<file path="src/fjh_pkg.sv">
`default_nettype none
package fjh_pkg;

   // --------------------------------------------------------------
   // jog image layout, offsets in bits from the start device
   // --------------------------------------------------------------
   localparam int AXES = 4;
   localparam int IMG_W = 8;
   localparam int OFS_BASE = 72;
   localparam int OFS_AXIS0 = 72; // axis 0 request / moving
   localparam int OFS_INCH = 76; // inching request
   localparam int OFS_LOW = 77; // low-speed request
   localparam int OFS_HIGH = 78; // high-speed request
   localparam int OFS_DIR = 79; // direction
   localparam int OFS_PERMIT = 76; // jog permit output
   localparam int B_AX = OFS_AXIS0 - OFS_BASE;
   localparam int B_INCH = OFS_INCH - OFS_BASE;
   localparam int B_LOW = OFS_LOW - OFS_BASE;
   localparam int B_HIGH = OFS_HIGH - OFS_BASE;
   localparam int B_DIR = OFS_DIR - OFS_BASE;
   localparam int B_PERMIT = OFS_PERMIT - OFS_BASE;

   // --------------------------------------------------------------
   // timing
   // --------------------------------------------------------------
   localparam int CLK_HZ = 40_000_000;
   localparam int TICK_US = 1000; // filter tick period
   localparam int TICK_CYC = CLK_HZ / 1_000_000 * TICK_US;
   localparam int FILT_MS = 10;
   localparam int FILT_TICKS = FILT_MS * 1000 / TICK_US;
   localparam int HOLD_MS = 30;
   localparam int HOLD_CYC = CLK_HZ / 1000 * HOLD_MS;

   // --------------------------------------------------------------
   // master station registers on apb
   // --------------------------------------------------------------
   localparam logic [11:0] REG_CMD = 12'h000;
   localparam logic [11:0] REG_STAT = 12'h004;
   localparam int CMD_LINK = 8; // link enable bit of command
   localparam logic [8:0] CMD_RST = 9'h000;
   localparam int STAT_PEND = 8; // image not yet sent

   typedef enum logic [1:0] {MODE_NONE, MODE_INCH, MODE_LOW, MODE_HIGH} fjh_mode_t;
   typedef enum logic {DEV_IDLE, DEV_JOG} fjh_state_t;
endpackage
`default_nettype wire

</file>
<file path="src/fjh_link_if.sv">
`timescale 1ns/1ps
`default_nettype none
// fieldbus jog image between master station and controller
interface fjh_link_if;
   logic [fjh_pkg::IMG_W-1:0] jog_in; // master to device image
   logic [fjh_pkg::IMG_W-1:0] jog_out; // device to master image
   logic link_ok; // fieldbus link alive
   modport dev (input jog_in, input link_ok, output jog_out);
   modport host (output jog_in, output link_ok, input jog_out);
endinterface
`default_nettype wire

</file>
<file path="src/fjh_filter.sv">
`timescale 1ns/1ps
`default_nettype none
// per-bit debounce: flips only after TICKS stable ticks
module fjh_filter #(
   parameter int W = 8,
   parameter int TICKS = 10
) (
   input wire logic core_clk,
   input wire logic rst_n,
   input wire logic clr,
   input wire logic tick,
   input wire logic [W-1:0] raw,
   output logic [W-1:0] filt
);
   import fjh_pkg::*;
   localparam int CW = $clog2(TICKS + 1);

   if (TICKS < 1) begin : g_chk
      $error("filter needs at least one tick");
   end

   // --------------------------------------------------------------
   // one counter per input bit
   // --------------------------------------------------------------
   for (genvar i = 0; i < W; i++) begin : g_bit
      logic [CW-1:0] cnt; // ticks seen with raw differing
      // count only while the raw level differs, reset on any bounce
      always_ff @(posedge core_clk or negedge rst_n) begin
         if (!rst_n) begin
            cnt <= '0;
            filt[i] <= 1'b0;
         end else if (clr) begin
            cnt <= '0;
            filt[i] <= 1'b0;
         end else if (raw[i] == filt[i]) begin
            cnt <= '0; // short pulse forgotten
         end else if (tick) begin
            if (cnt == CW'(TICKS - 1)) begin
               filt[i] <= raw[i];
               cnt <= '0;
            end else begin
               cnt <= cnt + 1'b1;
            end
         end
      end
   end
endmodule
`default_nettype wire

</file>
<file path="src/fjh_device.sv">
// Decided for this implementation: the APB interface to the registers and the placing of the registers.
`timescale 1ns/1ps
`default_nettype none
// controller end: jog request handling for up to four axes
module fjh_device #(
   parameter int TICK_CYCLES = fjh_pkg::TICK_CYC,
   parameter int FILT_TICKS_P = fjh_pkg::FILT_TICKS,
   parameter int SPD_W = 16
) (
   input wire logic core_clk,
   input wire logic rst_n,
   fjh_link_if.dev bus,
   input wire logic [fjh_pkg::IMG_W-1:0] io_jog_in,
   output logic [fjh_pkg::IMG_W-1:0] io_jog_out,
   input wire logic pendant_on,
   input wire logic tool_busy,
   input wire logic prog_running,
   input wire logic homing_active,
   input wire logic error_active,
   output logic running_out,
   input wire logic [fjh_pkg::AXES-1:0] axis_present,
   input wire logic [fjh_pkg::AXES-1:0] pos_known,
   input wire logic [fjh_pkg::AXES-1:0] lim_pos_hit,
   input wire logic [fjh_pkg::AXES-1:0] lim_neg_hit,
   input wire logic [SPD_W-1:0] low_speed,
   input wire logic [SPD_W-1:0] high_speed,
   input wire logic [SPD_W-1:0] inch_dist,
   output logic move_en,
   output logic [1:0] move_axis,
   output logic move_neg,
   output logic [SPD_W-1:0] move_speed,
   output logic move_inch,
   output logic [SPD_W-1:0] move_dist
);
   import fjh_pkg::*;
   localparam int TW = $clog2(TICK_CYCLES);

   if (TICK_CYCLES < 2 || FILT_TICKS_P < 1 || AXES > 4) begin : g_chk
      $error("unsupported tick, filter or axis count");
   end

   // --------------------------------------------------------------
   // helpers
   // --------------------------------------------------------------
   // mode priority: inching, then low, then high
   function automatic fjh_mode_t pick_mode(input logic [IMG_W-1:0] img);
      fjh_mode_t m;
      m = MODE_NONE;
      if (img[B_INCH]) begin
         m = MODE_INCH;
      end else if (img[B_LOW]) begin
         m = MODE_LOW;
      end else if (img[B_HIGH]) begin
         m = MODE_HIGH;
      end
      return m;
   endfunction

   // lowest set bit of an axis vector
   function automatic logic [1:0] low_axis(input logic [AXES-1:0] v);
      logic [1:0] a;
      a = 2'h0;
      for (int i = AXES - 1; i >= 0; i--) begin
         if (v[i]) begin
            a = 2'(i);
         end
      end
      return a;
   endfunction

   // --------------------------------------------------------------
   // filter tick divider
   // --------------------------------------------------------------
   logic [TW-1:0] tick_cnt; // cycles within a tick
   logic tick; // one-cycle filter tick
   // divides the core clock down to the filter tick
   always_ff @(posedge core_clk or negedge rst_n) begin
      if (!rst_n) begin
         tick_cnt <= '0;
         tick <= 1'b0;
      end else if (tick_cnt == TW'(TICK_CYCLES - 1)) begin
         tick_cnt <= '0;
         tick <= 1'b1;
      end else begin
         tick_cnt <= tick_cnt + 1'b1;
         tick <= 1'b0;
      end
   end

   // --------------------------------------------------------------
   // input path
   // --------------------------------------------------------------
   logic jog_clr; // sync clear of latched jog state
   logic [IMG_W-1:0] raw_img; // combined request image
   logic [IMG_W-1:0] filt_img; // filtered request image
   assign jog_clr = !bus.link_ok;
   // a dead link contributes nothing; the filter is cleared meanwhile
   assign raw_img = (bus.link_ok ? bus.jog_in : '0) | io_jog_in;

   fjh_filter #(
      .W(IMG_W),
      .TICKS(FILT_TICKS_P)
   ) u_filter (
      .core_clk(core_clk),
      .rst_n(rst_n),
      .clr(jog_clr),
      .tick(tick),
      .raw(raw_img),
      .filt(filt_img)
   );

   logic [AXES-1:0] req; // filtered axis requests
   logic [AXES-1:0] prev_req; // requests one cycle ago
   logic [AXES-1:0] cand; // fresh requests for present stations
   assign req = filt_img[B_AX +: AXES];
   assign cand = req & ~prev_req & axis_present;

   // edge memory, cleared on link loss
   always_ff @(posedge core_clk or negedge rst_n) begin
      if (!rst_n) begin
         prev_req <= '0;
      end else if (jog_clr) begin
         prev_req <= '0;
      end else begin
         prev_req <= req;
      end
   end

   // running flag: program run or homing
   always_ff @(posedge core_clk or negedge rst_n) begin
      if (!rst_n) begin
         running_out <= 1'b0;
      end else begin
         running_out <= prog_running | homing_active;
      end
   end

   // --------------------------------------------------------------
   // jog state machine
   // --------------------------------------------------------------
   fjh_state_t state; // idle or jogging
   fjh_state_t next_state;
   logic [1:0] axis_lat; // jogging axis
   fjh_mode_t mode_lat; // latched mode
   logic dir_lat; // latched direction, high is negative
   logic permit; // current jog permit output
   logic permit_cond; // nothing blocks jogging
   logic accept; // request taken this cycle
   fjh_mode_t sel_mode; // mode chosen by priority

   assign permit_cond = !(pendant_on | tool_busy | running_out | error_active);
   assign sel_mode = pick_mode(filt_img);

   // next state: take a fresh request, drop on release or link loss
   always_comb begin
      next_state = state;
      accept = 1'b0;
      unique case (state)
         DEV_IDLE: begin
            // only with permit high, a mode set and at least one fresh axis request
            if (!jog_clr && permit && |cand && sel_mode != MODE_NONE) begin
               accept = 1'b1;
               next_state = DEV_JOG;
            end
         end
         DEV_JOG: begin
            if (jog_clr || !req[axis_lat]) begin
               next_state = DEV_IDLE;
            end
         end
      endcase
   end

   // state register with synchronous clear on link loss
   always_ff @(posedge core_clk or negedge rst_n) begin
      if (!rst_n) begin
         state <= DEV_IDLE;
      end else if (jog_clr) begin
         state <= DEV_IDLE;
      end else begin
         state <= next_state;
      end
   end

   // jog conditions latched only at the accept edge
   always_ff @(posedge core_clk or negedge rst_n) begin
      if (!rst_n) begin
         axis_lat <= 2'h0;
         mode_lat <= MODE_NONE;
         dir_lat <= 1'b0;
      end else if (jog_clr) begin
         axis_lat <= 2'h0;
         mode_lat <= MODE_NONE;
         dir_lat <= 1'b0;
      end else if (accept) begin
         axis_lat <= low_axis(cand);
         mode_lat <= sel_mode;
         dir_lat <= filt_img[B_DIR];
      end
      // later mode or direction changes are not looked at
   end

   // --------------------------------------------------------------
   // status image
   // --------------------------------------------------------------
   logic [AXES-1:0] next_moving; // moving bits after this edge
   logic [IMG_W-1:0] next_img; // status image after this edge
   always_comb begin
      next_moving = '0;
      if (next_state == DEV_JOG) begin
         next_moving[accept ? low_axis(cand) : axis_lat] = 1'b1;
      end
      next_img = '0; // unused bits stay low
      next_img[B_AX +: AXES] = next_moving;
      next_img[B_PERMIT] = next_state == DEV_IDLE && permit_cond;
   end

   // permit and moving bits change on the same edge
   always_ff @(posedge core_clk or negedge rst_n) begin
      if (!rst_n) begin
         bus.jog_out <= '0;
         io_jog_out <= '0;
         permit <= 1'b0;
      end else if (jog_clr) begin
         bus.jog_out <= '0;
         io_jog_out <= '0;
         permit <= 1'b0;
      end else begin
         bus.jog_out <= next_img;
         io_jog_out <= next_img;
         permit <= next_img[B_PERMIT];
      end
   end

   // --------------------------------------------------------------
   // motion command
   // --------------------------------------------------------------
   logic lim_block; // motion would pass a soft limit
   // limits only apply once the position is known
   assign lim_block = pos_known[axis_lat] &&
      (dir_lat ? lim_neg_hit[axis_lat] : lim_pos_hit[axis_lat]);

   // command one cycle after status rises, stopped on release
   always_ff @(posedge core_clk or negedge rst_n) begin
      if (!rst_n) begin
         move_en <= 1'b0;
         move_axis <= 2'h0;
         move_neg <= 1'b0;
         move_speed <= '0;
         move_inch <= 1'b0;
         move_dist <= '0;
      end else begin
         move_en <= state == DEV_JOG && next_state == DEV_JOG && !jog_clr && !lim_block;
         move_axis <= axis_lat;
         move_neg <= dir_lat;
         move_speed <= mode_lat == MODE_HIGH ? high_speed : low_speed;
         move_inch <= mode_lat == MODE_INCH;
         move_dist <= inch_dist;
      end
   end
endmodule
`default_nettype wire

</file>
<file path="src/flat_wrapper.sv">
// flat-port wrapper written by rule: the top's interface ports become plain ports
module fjh_device_flat import fjh_pkg::*;
#(
   parameter int TICK_CYCLES = fjh_pkg::TICK_CYC,
   parameter int FILT_TICKS_P = fjh_pkg::FILT_TICKS,
   parameter int SPD_W = 16
)
  (core_clk, rst_n, io_jog_in, io_jog_out, pendant_on, tool_busy, prog_running, homing_active, error_active, running_out, axis_present, pos_known, lim_pos_hit, lim_neg_hit, low_speed, high_speed, inch_dist, move_en, move_axis, move_neg, move_speed, move_inch, move_dist, bus_jog_in, bus_link_ok, bus_jog_out);
  fjh_link_if bus_i ();
  input wire logic core_clk;
  input wire logic rst_n;
  input wire logic [fjh_pkg::IMG_W-1:0] io_jog_in;
  output logic [fjh_pkg::IMG_W-1:0] io_jog_out;
  input wire logic pendant_on;
  input wire logic tool_busy;
  input wire logic prog_running;
  input wire logic homing_active;
  input wire logic error_active;
  output logic running_out;
  input wire logic [fjh_pkg::AXES-1:0] axis_present;
  input wire logic [fjh_pkg::AXES-1:0] pos_known;
  input wire logic [fjh_pkg::AXES-1:0] lim_pos_hit;
  input wire logic [fjh_pkg::AXES-1:0] lim_neg_hit;
  input wire logic [SPD_W-1:0] low_speed;
  input wire logic [SPD_W-1:0] high_speed;
  input wire logic [SPD_W-1:0] inch_dist;
  output logic move_en;
  output logic [1:0] move_axis;
  output logic move_neg;
  output logic [SPD_W-1:0] move_speed;
  output logic move_inch;
  output logic [SPD_W-1:0] move_dist;
  input wire logic [$bits(bus_i.jog_in)-1:0] bus_jog_in;
  input wire logic [$bits(bus_i.link_ok)-1:0] bus_link_ok;
  output wire logic [$bits(bus_i.jog_out)-1:0] bus_jog_out;
  assign bus_i.jog_in = bus_jog_in;
  assign bus_i.link_ok = bus_link_ok;
  assign bus_jog_out = bus_i.jog_out;
  fjh_device #(.TICK_CYCLES(TICK_CYCLES), .FILT_TICKS_P(FILT_TICKS_P), .SPD_W(SPD_W)) u_core (.core_clk(core_clk), .rst_n(rst_n), .bus(bus_i), .io_jog_in(io_jog_in), .io_jog_out(io_jog_out), .pendant_on(pendant_on), .tool_busy(tool_busy), .prog_running(prog_running), .homing_active(homing_active), .error_active(error_active), .running_out(running_out), .axis_present(axis_present), .pos_known(pos_known), .lim_pos_hit(lim_pos_hit), .lim_neg_hit(lim_neg_hit), .low_speed(low_speed), .high_speed(high_speed), .inch_dist(inch_dist), .move_en(move_en), .move_axis(move_axis), .move_neg(move_neg), .move_speed(move_speed), .move_inch(move_inch), .move_dist(move_dist));
endmodule
</file>
<file path="config.mk">
export PLATFORM = sky130hd
export DESIGN_NAME = fjh_device_flat
export DESIGN_NICKNAME = d
export VERILOG_FILES = /design/src/fjh_pkg.sv /design/src/fjh_link_if.sv /design/src/fjh_filter.sv /design/src/fjh_device.sv /design/src/flat_wrapper.sv
export SDC_FILE = /design/constraint.sdc
export NUM_CORES = 1
export LEC_CHECK = 0
export BUFFER_PORTS_ARGS = -buffer_cell sky130_fd_sc_hd__buf_2
export CORE_ASPECT_RATIO = 1.4
export CORE_MARGIN = 1
export CORE_UTILIZATION = 45
export DETAILED_ROUTE_END_ITERATION = 6
export PLACE_DENSITY_LB_ADDON = 0.08
export SLEW_MARGIN = 40
export SYNTH_ARGS = -nofsm -noshare
export SYNTH_HDL_FRONTEND = slang
export SYNTH_SLANG_ARGS = --single-unit
</file>
<file path="constraint.sdc">
create_clock -name core_clk -period 2 [get_ports core_clk]
set_input_delay 0.1 -clock core_clk [delete_from_list [all_inputs] [get_ports core_clk]]
set_output_delay 0.1 -clock core_clk [all_outputs]
set_load 0.1 [all_outputs]
</file>
Word-level counts from Yosys, hierarchy flattened. Cells that the tools add are included.

Bits in registers: 114. Input bits: 88.

Add/sub/neg operators: 9. $lt $le $gt $ge: 3. Eq/ne operators: 45. Muxes and demuxes: 103. Bitwise gates (word level): 10. Reduce and logical (&&, ||, !) cells: 24.

Operator list (number): 4-bit 2-to-1 mux (34); 1-bit 2-to-1 mux (46); 4-bit by 1-bit adder with 4-bit output (second input constant) (8); 4-bit == test (second input constant) (8); 16-bit 2-to-1 mux (2); 2-bit 2-to-1 mux (13); 3-bit by 1-bit != test with 1-bit output (second input constant) (8); 3-bit AND reduction (8); 2-bit by 1-bit != test with 1-bit output (second input constant) (10); 16-bit by 1-bit adder with 16-bit output (second input constant) (1); 16-bit == test (second input constant) (1); 2-bit != test (second input constant) (8); 1-bit logical AND (9); 4-bit AND (2); 1-bit binary-select mux with 2-bit select (4); 1-bit == test (8); 8-bit 2-to-1 mux (1); 8-bit OR (1); 2-bit by 3-bit < comparator with 1-bit output (second input constant) (2); 5-bit 2-to-1 mux (1); 1-bit logical NOT (4); 4-bit NOT (1); 1-bit OR (4); 4-bit OR reduction (1); 8 further kinds (9).

Logic depth before layout (Yosys ltp). Gate-level depths: netlist of run 1.

Depth after elaboration: 16. Gate-level depth with buffers: 6. Depth with buffers taken out: 6.

Cells and area by module. From an unflattened synthesis of run 1, not the netlist that was laid out.

Cells, all modules: 472. Area total of the unflattened synthesis: 5300.1 um2.

Modules (own cells, without submodules): fjh_device (times used 1, cells each 224, area an instance 2892.8 um2, sequential area each 1751.7 um2); fjh_filter (times used 1, cells each 248, area an instance 2407.3 um2, sequential area each 1001.0 um2).

Worst setup path after synthesis of run 1. OpenSTA, ideal clock, no wires.

Path type: flip-flop to flip-flop. Start: register u_core.tick_cnt[0]. End: register u_core.tick_cnt[10]. Setup time: 0.135 ns. Arrival: 1.344 ns. Slack: 0.521 ns. Cell stages (with the launch flop): 6. Cells stage by stage: dfrtp_1 ha_1 and4_1 nand2_1 nor3_2 nor2_1.

Cells in the longest elaborated chain, start to end: 2. Elaborated cells on any way between the ends: 3.

Ends and longest elaborated chain: from (decl) (line fjh_device.sv:74) `logic [TW-1:0] tick_cnt;`; from (signal assigned) (line fjh_device.sv:85) `tick_cnt <= tick_cnt + 1'b1;`; 16-bit by 1-bit adder with 16-bit output or 16-bit == test (tied branches) (line fjh_device.sv:85, fjh_device.sv:81); 16-bit 2-to-1 mux * (line fjh_device.sv:81) `end else if (tick_cnt == TW'(TICK_CYCLES - 1)) begin`.

Mark *: on every way between the ends. The rest lies on a longest branch, timed or not. A chain may end at the register's enable or synchronous reset.

Worst setup path in the final report of run 1.
Start: register u_core.mode_lat[0]. End: register u_core.move_speed[14].

Cells in the longest elaborated chain, start to end: 2.

Ends and longest elaborated chain: from (decl) (line fjh_device.sv:144) `fjh_mode_t mode_lat;`; from (signal assigned) (line fjh_device.sv:197) `mode_lat <= sel_mode;`; 2-bit == test (line fjh_device.sv:256) `move_speed <= mode_lat == MODE_HIGH ? high_speed : low_speed;`; 16-bit 2-to-1 mux (line fjh_device.sv:256); to (signal assigned) (line fjh_device.sv:256); to (decl) (line fjh_device.sv:31) `output logic [SPD_W-1:0] move_speed,`.

Every way passes these cells.

==> results of run 1 <==
area by class of cell:
cell class,count,share of cell area (%)
Timing Repair Buffer,191,18.7
Inverter,16,0.899
Clock buffer,9,3.37
Clock inverter,7,1.29
Tap cell,141,2.64
Sequential cell,110,41.2
Multi-Input combinational cell,333,31.9
stage by stage:
stage	hold WS, ns	instance area (sq um)	setup WS (ns)	power [W]
after floorplan	-0.196	5080	0.521	0.00267
after global placement	0.135	5860	0.334	0.00286
after detailed placement	0.140	5860	0.244	0.00286
after CTS	0.0661	6680	0.244	0.00481
after global routing	0.0871	6680	0.102	0.00494
final	0.0746	6680	0.226	0.00477
critical path, delay by kind of cell, from the launching register on:
kind / cells / cell delay [ns]
buf+inv: 2 / 0.81
flops: 1 / 0.40
mux: 1 / 0.37
simple gates: 1 / 0.07
worst min-delay path by stage:
stage,from,endpoint,slack (ns),cells past startpoint
floorplan,rst_n,u_core.axis_lat[0]$_DFFE_PN0P_,-0.20,0
global placement,rst_n,u_core.u_filter.g_bit[0].cnt[3]$_DFFE_PN0P_,0.14,1
detailed placement,rst_n,u_core.u_filter.g_bit[0].cnt[3]$_DFFE_PN0P_,0.14,1
CTS,error_active,u_core.bus.jog_out[4]$_DFF_PN0_,0.07,3
global route,error_active,u_core.bus.jog_out[4]$_DFF_PN0_,0.09,3
finish,pos_known[1],u_core.move_en$_DFF_PN0_,0.07,4
flip-flops by register name, summed over array words and instances, names as in the netlist:
| register | cells |
|---|---|
| u_core.move_dist | 16 |
| u_core.prev_req | 4 |
| u_core.move_en | 1 |
| u_core.bus.jog_out | 5 |
| u_core.dir_lat | 1 |
| u_core.state | 1 |
| u_core.move_speed | 16 |
| u_core.running_out | 1 |
| u_core.tick_cnt | 16 |
| u_core.u_filter.filt | 8 |
| u_core.tick | 1 |
| u_core.u_filter.g_bit.cnt | 32 |
| u_core.move_neg | 1 |
| u_core.move_axis | 2 |
| u_core.move_inch | 1 |
| u_core.mode_lat | 2 |
| u_core.axis_lat | 2 |
layout by cell type (no fill, tap or decap), types with 3 or more instances in the layout:
cell	count
nand3_1	9
mux2_2	16
xnor2_1	13
dfrtp_1	110
mux2_1	4
nor2_1	43
inv_1	14
a21oi_1	44
nor2b_1	3
nor3_1	29
nand2_1	42
o21ai_1	3
a311oi_1	8
ha_1	17
nor4_1	3
and2_1	12
conb_1	6
dlygate4sd3_1	51
buf_4	4
clkbuf_16	9
and3b_1	10
xor2_1	6
nand3b_1	5
a21boi_0	4
buf_2	134
o21ai_0	17
nand4_1	4
mux2i_1	6
inv_6	3
layer usage:
| layer | track usage [%] | part of all wire, % | vias up |
|---|---|---|---|
| met5 | 0 | 0 | - |
| met4 | 12.2 | 3.8 | 0 |
| met3 | 3.75 | 3.0 | 33 |
| met2 | 38.9 | 55 | 89 |
| met1 | 23.2 | 38 | 2009 |
| li1 | - | - | 2019 |
what timing repair did:
item	4_1_cts	5_1_grt
buffers inserted	0	0
hold buffers	51	0
endpoints found under the setup margin	0	0
endpoints found under the hold margin	71	0
logic make-up (layout without fill, tap and decap cells):
family	after synthesis	in the layout	synth area share (%)
adders and majority gates	17	17	4.20
and+or+nand+nor	173	173	17.3
buffers and inverters	40	223	4.03
other	1	6	0.0740
AOI/OAI and AO/OA	92	92	11.1
xor gates and xnor gates	19	19	3.28
DFF	110	110	54.3
muxes	26	26	5.63
power by group through the flow:
stage | clock network [W] | logic [W] | registers (W)
after global routing | 0.00201 | 0.000666 | 0.00227
after detailed placement | 0 | 0.000552 | 0.00231
after CTS | 0.00192 | 0.000628 | 0.00226
after floorplan | 0 | 0.000110 | 0.00256
after global placement | 0 | 0.000549 | 0.00231
final | 0.00187 | 0.000633 | 0.00226
==> impl_results.md, run 1 <==
* DR WL/cell at 14.5 um
* Residual overflow from global routing at 0
* Ys Warns at 0
* Reg2Reg Depth at 4
* P_int at 0.00344 W
* Core ar. at 10900 sq um
* Fin util at 61.2%
* Flop pwr share at 47.5%
* Cell Rows at 45
* DRT Pass-1 Iters at 4
* Vias in the first global route at 4228
* CP Launch Point: u_core.mode_lat[0]$_DFFE_PN0P_
* Fraction of registers with async set/reset at 100%
* GPL Wtd Cong at 0.840
* Crit path max-delay cell type: dlygate4sd3_1
* Top cell types by occurrence after synthesis: 110 x dfrtp_1, 44 x a21oi_1, 43 x nor2_1, 42 x nand2_1, 29 x nor3_1
* Cell Count, Final, Fillers Out at 807
* Worst Setup EP: u_core.move_speed[14]$_DFF_PN0_
* Unique masters post-synth at 54
* Synth-to-layout area growth at 31.9%
* IO Port Bufs at 135
* Slew @ Worst Pin at 0.636 ns
* CP max FO at 16
* Worst R2R Setup Slack at 0.23 ns
* Synth Flop Type: dfrtp_1
* Gr usage total at 21.4%
* Switching power at 0.00133 W
* Area of the multi-input gates at 2130 sq um
* FMAX at 0.564 GHz
* Cell breakdown of the critical path: nand2_1, buf_4, mux2_2, dlygate4sd3_1
* Slew Limit Fails at 0
* Clock root cell: clkbuf_16
* Max cap viols at 0
* Filler cell count at 940
* Clock-pin slew of the registers on the worst-case setup and hold paths at 0.08 ns
* Remaining antenna violation count at 0
* DR vias at 4150
* Post-CTS Resized at 0
* Final Hold Viols at 0
* Final worst-path cycle share at 88.7%
* WP data arrival at 2.00 ns
* Cell Area, Synth at 5070 sq um
* Final wirelength at 11700 um
* EDFF count, synth at 0
* Critical Path Start Type: register
* Post-route setup TNS at 0 ns
* Max VDD drop at 0.000493 V
* Tmin final at 1.77 ns
* Global-route wire length before repair at 19500 um
* Die Height at 128 um
* DIE AREA at 11700 sq um
* Slowest stage delay, CP at 0.57 ns
* Clk buf depth at 2
* Syn Area/Cell at 10.6 sq um
* Residual DRC count at 0
* Worst setup path category: register to register
* Pwr/cell area at 714 nW/um^2
* TritonCTS clock tree: yes
* Critical Path RT at 2.23 ns
* Slew headroom at 56.5%
* Die X at 91.7 um
* Area leader, netlist: dfrtp_1
* FF-to-FF End: u_core.move_speed[14]$_DFF_PN0_
* Status: finished clean
* Post-synthesis sequential area ratio at 54.3%
* Reg area at 2750 sq um
* Unrepaired setup endpoints after global routing: no
* Hold Path Class: primary input to register
* Fin nets at 766
* Synth top area share at 54.3%
* Avg Vias per Cell at 5.14
* Placed insts at 740
* FF-to-FF Start: u_core.mode_lat[0]$_DFFE_PN0P_
* Synth Register Bits at 110
* Final setup vio count at 0
* H-tree lvl count at 3
* LEAKAGE at 3.14 nW
* Initial antenna violation count at 0
* Top-Level Pins at 142
* Setup Skew at 0.00845 ns
* CP Capture Type: register
* TritonCTS buffer count at 9
* Synth top area cells: dfrtp_1 54%, a21oi_1 4.3%, ha_1 4.2%, mux2_2 3.6%, nor2_1 3.2%
* Combinational share of power at 13.3%
* Clock latency on the worst-skew pair at 0.35 ns
* Post-Synthesis Cells at 478
* Initial Util at 46.4%
* Count leader, synth: dfrtp_1
* Clock share of power at 39.2%
* Post-DP HPWL at 7610 um
* Clock Sinks at 110
* # diodes at 0
* Share of post-route cells with drive strength above 1 at 27.6%
* Largest net degree at the start of global routing at 41
* Iteration-0 DRC Markers at 120
* Sw Ratio at 27.8%
Power figures use the tool's default switching activity.
==> run 2: changes to the inputs <==
PLACE_DENSITY_LB_ADDON = 0.25   (was 0.08)
==> impl_results.md, run 2 (synthesized netlist as in run 1, its figures left out) <==
* Highest routed layer: met4
* Avg Vias per Cell at 5.19
* DR WL/cell at 14.2 um
* DRT Pass-1 Iters at 4
* Cell breakdown of the critical path: ha_1, and4_1, nand2_1, nor3_2, nor2_1
* DR vias at 4155
* Residual DRC count at 0
* Share of post-route cells with drive strength above 1 at 27.6%
* P_int at 0.00340 W
* Clock Sinks at 110
* Remaining antenna violation count at 0
* CP Launch Point: u_core.tick_cnt[0]$_DFF_PN0_
* Max VDD drop at 0.000621 V
* Worst setup path category: register to register
* Initial Util at 46.4%
* Fin util at 60.5%
* Post-DP HPWL at 7610 um
* Critical Path RT at 2.20 ns
* Leading cell type in the layout, fill and taps excluded: buf_2
* Die Height at 128 um
* Clk buf depth at 2
* CP Capture Type: register
* Clock latency on the worst-skew pair at 0.34 ns
* Die X at 91.7 um
* Switching power at 0.00123 W
* Setup Skew at 0.00359 ns
* TritonCTS clock tree: yes
* DRT met1 WL at 4230 um
* Slew @ Worst Pin at 0.589 ns
* Top-Level Pins at 142
* Clock share of power at 37.8%
* Pwr/cell area at 701 nW/um^2
* Filler cell count at 943
* Clock root cell: clkbuf_16
* Vias in the first global route at 4211
* Commonest non-fill, non-tap cells in the layout: 134 x buf_2, 110 x dfrtp_1, 46 x dlygate4sd3_1
* Residual overflow from global routing at 0
* Wire length on met3 at 401 um
* Combinational share of power at 13.3%
* IO Port Bufs at 135
* Final Hold Viols at 0
* DIE AREA at 11700 sq um
* Synth-to-layout area growth at 30.5%
* Largest net degree at the start of global routing at 71
* Post-CTS Resized at 0
* Min-delay src: low_speed[0]
* Biggest register: u_core.u_filter.g_bit.cnt
* GPL Wtd Cong at 0.829
* Tmin final at 1.79 ns
* Sw Ratio at 26.6%
* CP max FO at 8
* Core ar. at 10900 sq um
* WP data arrival at 2.00 ns
* Initial antenna violation count at 0
* Iteration-0 DRC Markers at 162
* Max cap viols at 0
* Slew Limit Fails at 0
* Slew headroom at 60.6%
* Cell Rows at 45
* Worst path bufs/invs at 0
* Crit path max-delay family: simple AND/OR/NAND/NOR gates
* Final wirelength at 11400 um
* Critical Path Start Type: register
* FF-to-FF Start: u_core.tick_cnt[0]$_DFF_PN0_
* Flop pwr share at 48.9%
* FMAX at 0.558 GHz
* # diodes at 0
* H-tree lvl count at 3
* Slowest stage delay, CP at 0.51 ns
* Hold Path Class: primary input to register
* Fin nets at 762
* Post-route setup TNS at 0 ns
* Crit path max-delay cell type: nor3_2
* LEAKAGE at 3.11 nW
* Final worst-path cycle share at 89.6%
* Final setup vio count at 0
* Unrepaired setup endpoints after global routing: no
* TritonCTS buffer count at 9
* Clock-pin slew of the registers on the worst-case setup and hold paths at 0.07 ns
* Status: finished clean
* Met2 WL at 6370 um
* Gr usage total at 20.6%
* Max reg flops at 32
* Global-route wire length before repair at 19000 um
-- run 2: cell types whose count changed in the layout (fill, tap and decap cells not counted), sizes merged --
cell         before  now
dlygate4sd3      51   46
inv              20   17
buf             140  141
clkbuf            9   10
-- run 2: final cells by class --
| class | instances | area [sq um] | area share (%) |
|---|---|---|---|
| sequential | 110 | 2750 | 41.6 |
| multi-input combinational | 333 | 2130 | 32.2 |
| timing repair buffer | 187 | 1210 | 18.3 |
| clock buffer | 10 | 229 | 3.46 |
| tap | 141 | 176 | 2.67 |
| inverter | 16 | 60.1 | 0.908 |
| clock inverter | 4 | 57.6 | 0.870 |
-- run 2: worst paths after layout --
| kind | cells after the start | slack (ns) | endpoint |
|---|---|---|---|
| max in group asynchronous | 3 | 1.36 | u_core.bus.jog_out[4]$_DFF_PN0_ |
| hold / removal | 2 | 0.005 | u_core.move_speed[0]$_DFF_PN0_ |
| setup / recovery | 5 | 0.21 | u_core.tick_cnt[12]$_DFF_PN0_ |
| setup reg to reg | 5 | 0.21 | u_core.tick_cnt[12]$_DFF_PN0_ |
| hold reg to reg | 1 | 0.47 | u_core.move_inch$_DFF_PN0_ |
| min in group asynchronous | 2 | 0.09 | u_core.move_dist[1]$_DFF_PN0_ |
-- run 2: power by group through the flow --
stage          Clock (W)  Sequential [W]  Combinational (W)
2_1_floorplan          0         0.00256           0.000110
3_3_place_gp           0         0.00231           0.000543
3_5_place_dp           0         0.00231           0.000549
4_1_cts          0.00182         0.00226           0.000618
5_1_grt          0.00191         0.00227           0.000650
6_report         0.00175         0.00227           0.000617
-- run 2: layer usage --
metal,track usage [%],up-vias
met5,0,-
met4,9.43,0
met3,3.87,26
met2,38.8,109
met1,21.9,2007
li1,-,2013
-- run 2: worst reg2reg max path: stages, from the launching register on --
cell and delay (ns):
dfrtp_1 0.38, ha_1 0.21, and4_1 0.30, nand2_1 0.13
nor3_2 0.51, nor2_1 0.12
-- run 2: repair_timing --
action / 4_1_cts / 5_1_grt
endpoints found under the hold margin: 141 / 0
hold buffers: 46 / 0
buffers inserted: 0 / 0
-- run 2: stage by stage --
stage	hold WS (ns)	instance area, sq um	setup WS, ns	cells	total power, W
floorplan	-0.196	5080	0.521	483	0.00267
global placement	-0.0936	5870	0.304	741	0.00285
detailed placement	-0.0925	5870	0.211	741	0.00286
CTS	0.00000255	6610	0.204	801	0.00470
global route	0.00340	6610	0.0256	801	0.00483
finish	0.00483	6610	0.208	801	0.00463
==> run 3: changes to the inputs <==
CORE_MARGIN = 5   (was 1)
==> impl_results.md, run 3 (synthesized netlist as in run 1, its figures left out) <==
* Initial antenna violation count at 0
* Die X at 99.7 um
* GPL Wtd Cong at 0.800
* Share of post-route cells with drive strength above 1 at 27.7%
* Gr usage total at 17.8%
* Remaining antenna violation count at 0
* DR vias at 4199
* TritonCTS clock tree: yes
* Vias in the first global route at 4128
* Status: finished clean
* Commonest non-fill, non-tap cells in the layout: 134 x buf_2, 110 x dfrtp_1, 51 x dlygate4sd3_1
* Post-route setup TNS at 0 ns
* Biggest register: u_core.u_filter.g_bit.cnt
* DRT Pass-1 Iters at 5
* Iteration-0 DRC Markers at 199
* Total power draw at 0.00463 W
* Tmin final at 1.77 ns
* Core ar. at 10900 sq um
* Max reg flops at 32
* Hold Path Class: primary input to register
* Residual DRC count at 0
* Avg Vias per Cell at 5.19
* WP data arrival at 2.00 ns
* Critical Path RT at 2.23 ns
* Cell Rows at 45
* DR WL/cell at 14.7 um
* TritonCTS buffer count at 9
* CP max FO at 16
* Final Hold Viols at 0
* Final wirelength at 11900 um
* Largest net degree at the start of global routing at 43
* Initial Util at 46.4%
* Fin nets at 767
* Final worst-path cycle share at 88.7%
* Worst R2R Setup Slack at 0.23 ns
* LEAKAGE at 3.14 nW
* Leading cell type in the layout, fill and taps excluded: buf_2
* Critical Path Start Type: register
* Max VDD drop at 0.000437 V
* Max cap viols at 0
* Synth-to-layout area growth at 31.7%
* Setup Skew at 0.00757 ns
* Unrepaired setup endpoints after global routing: no
* IO Port Bufs at 135
* FMAX at 0.564 GHz
* Pwr/cell area at 694 nW/um^2
* Post-CTS Resized at 0
* Clk buf depth at 2
* Post-DP HPWL at 8130 um
* Total setup buffers inserted after CTS at 0
* DIE AREA at 13500 sq um
* Clock Sinks at 110
* Slew headroom at 59.5%
* Residual overflow from global routing at 0
* H-tree lvl count at 3
* Global-route wire length before repair at 19300 um
* Clock root cell: clkbuf_16
* Slew Limit Fails at 0
* Die Height at 136 um
* Top-Level Pins at 142
* Clock-pin slew of the registers on the worst-case setup and hold paths at 0.08 ns
* Final setup vio count at 0
* CP Capture Type: register
* Slew @ Worst Pin at 0.606 ns
* Worst setup path category: register to register
* Clock latency on the worst-skew pair at 0.35 ns
-- run 3: critical path: stages (launching register included) --
cell and delay (ns):
dfrtp_1 0.40, nand2_1 0.09, buf_4 0.23, mux2_2 0.38, dlygate4sd3_1 0.56
-- run 3: metal layers --
layer,vias up,wire [um],GRT usage [%]
li1,2026,-,-
met1,2009,4310,20.0
met2,131,6460,31.3
met3,33,664,3.71
met4,0,442,9.42
met5,-,0,0
-- run 3: stage by stage --
step | hold WS, ns | setup slack, ns | instances | utilization [%] | instance area (sq um)
6_report | 0.0729 | 0.226 | 809 | 61.1 | 6670
5_1_grt | 0.0836 | 0.0742 | 808 | 61.1 | 6670
4_1_cts | 0.0666 | 0.230 | 808 | 61.1 | 6670
3_5_place_dp | 0.137 | 0.267 | 741 | 53.7 | 5870
3_3_place_gp | 0.138 | 0.334 | 741 | 53.7 | 5870
2_1_floorplan | -0.196 | 0.521 | 483 | - | 5080
-- run 3: final timing paths --
check                                                    start                                          end  depth (start not counted)
worst min-delay path                              pos_known[1]                     u_core.move_en$_DFF_PN0_                          4
worst min register to register  u_core.mode_lat[1]$_DFFE_PN0P_                   u_core.move_inch$_DFF_PN0_                          1
worst max-delay path            u_core.mode_lat[0]$_DFFE_PN0P_              u_core.move_speed[14]$_DFF_PN0_                          4
max in group asynchronous                                rst_n              u_core.bus.jog_out[4]$_DFF_PN0_                          3
worst max register to register  u_core.mode_lat[0]$_DFFE_PN0P_              u_core.move_speed[14]$_DFF_PN0_                          4
min in group asynchronous                                rst_n  u_core.u_filter.g_bit[1].cnt[2]$_DFFE_PN0P_                          2
-- run 3: layout make-up --
cell class,count,area (sq um)
inverters,16,60.1
well taps,141,176
fillers,907,4250
multi-input cells,333,2130
repair buffers,192,1260
clock inverters,5,42.5
diodes,1,2.50
flip-flops and latches,110,2750
clock buffers,11,253
-- run 3: repair_timing --
item,in CTS,in global routing
setup endpoints to repair,0,0
endpoints found under the hold margin,73,0
hold buffers,51,0
-- run 3: power breakdown --
group | leakage, nW | switching [W] | internal [W]
registers | 1.44 | 0.00000840 | 0.00226
logic | 1.55 | 0.000448 | 0.000181
clock network | 0.148 | 0.000812 | 0.000927
total | 3.14 | 0.00127 | 0.00336
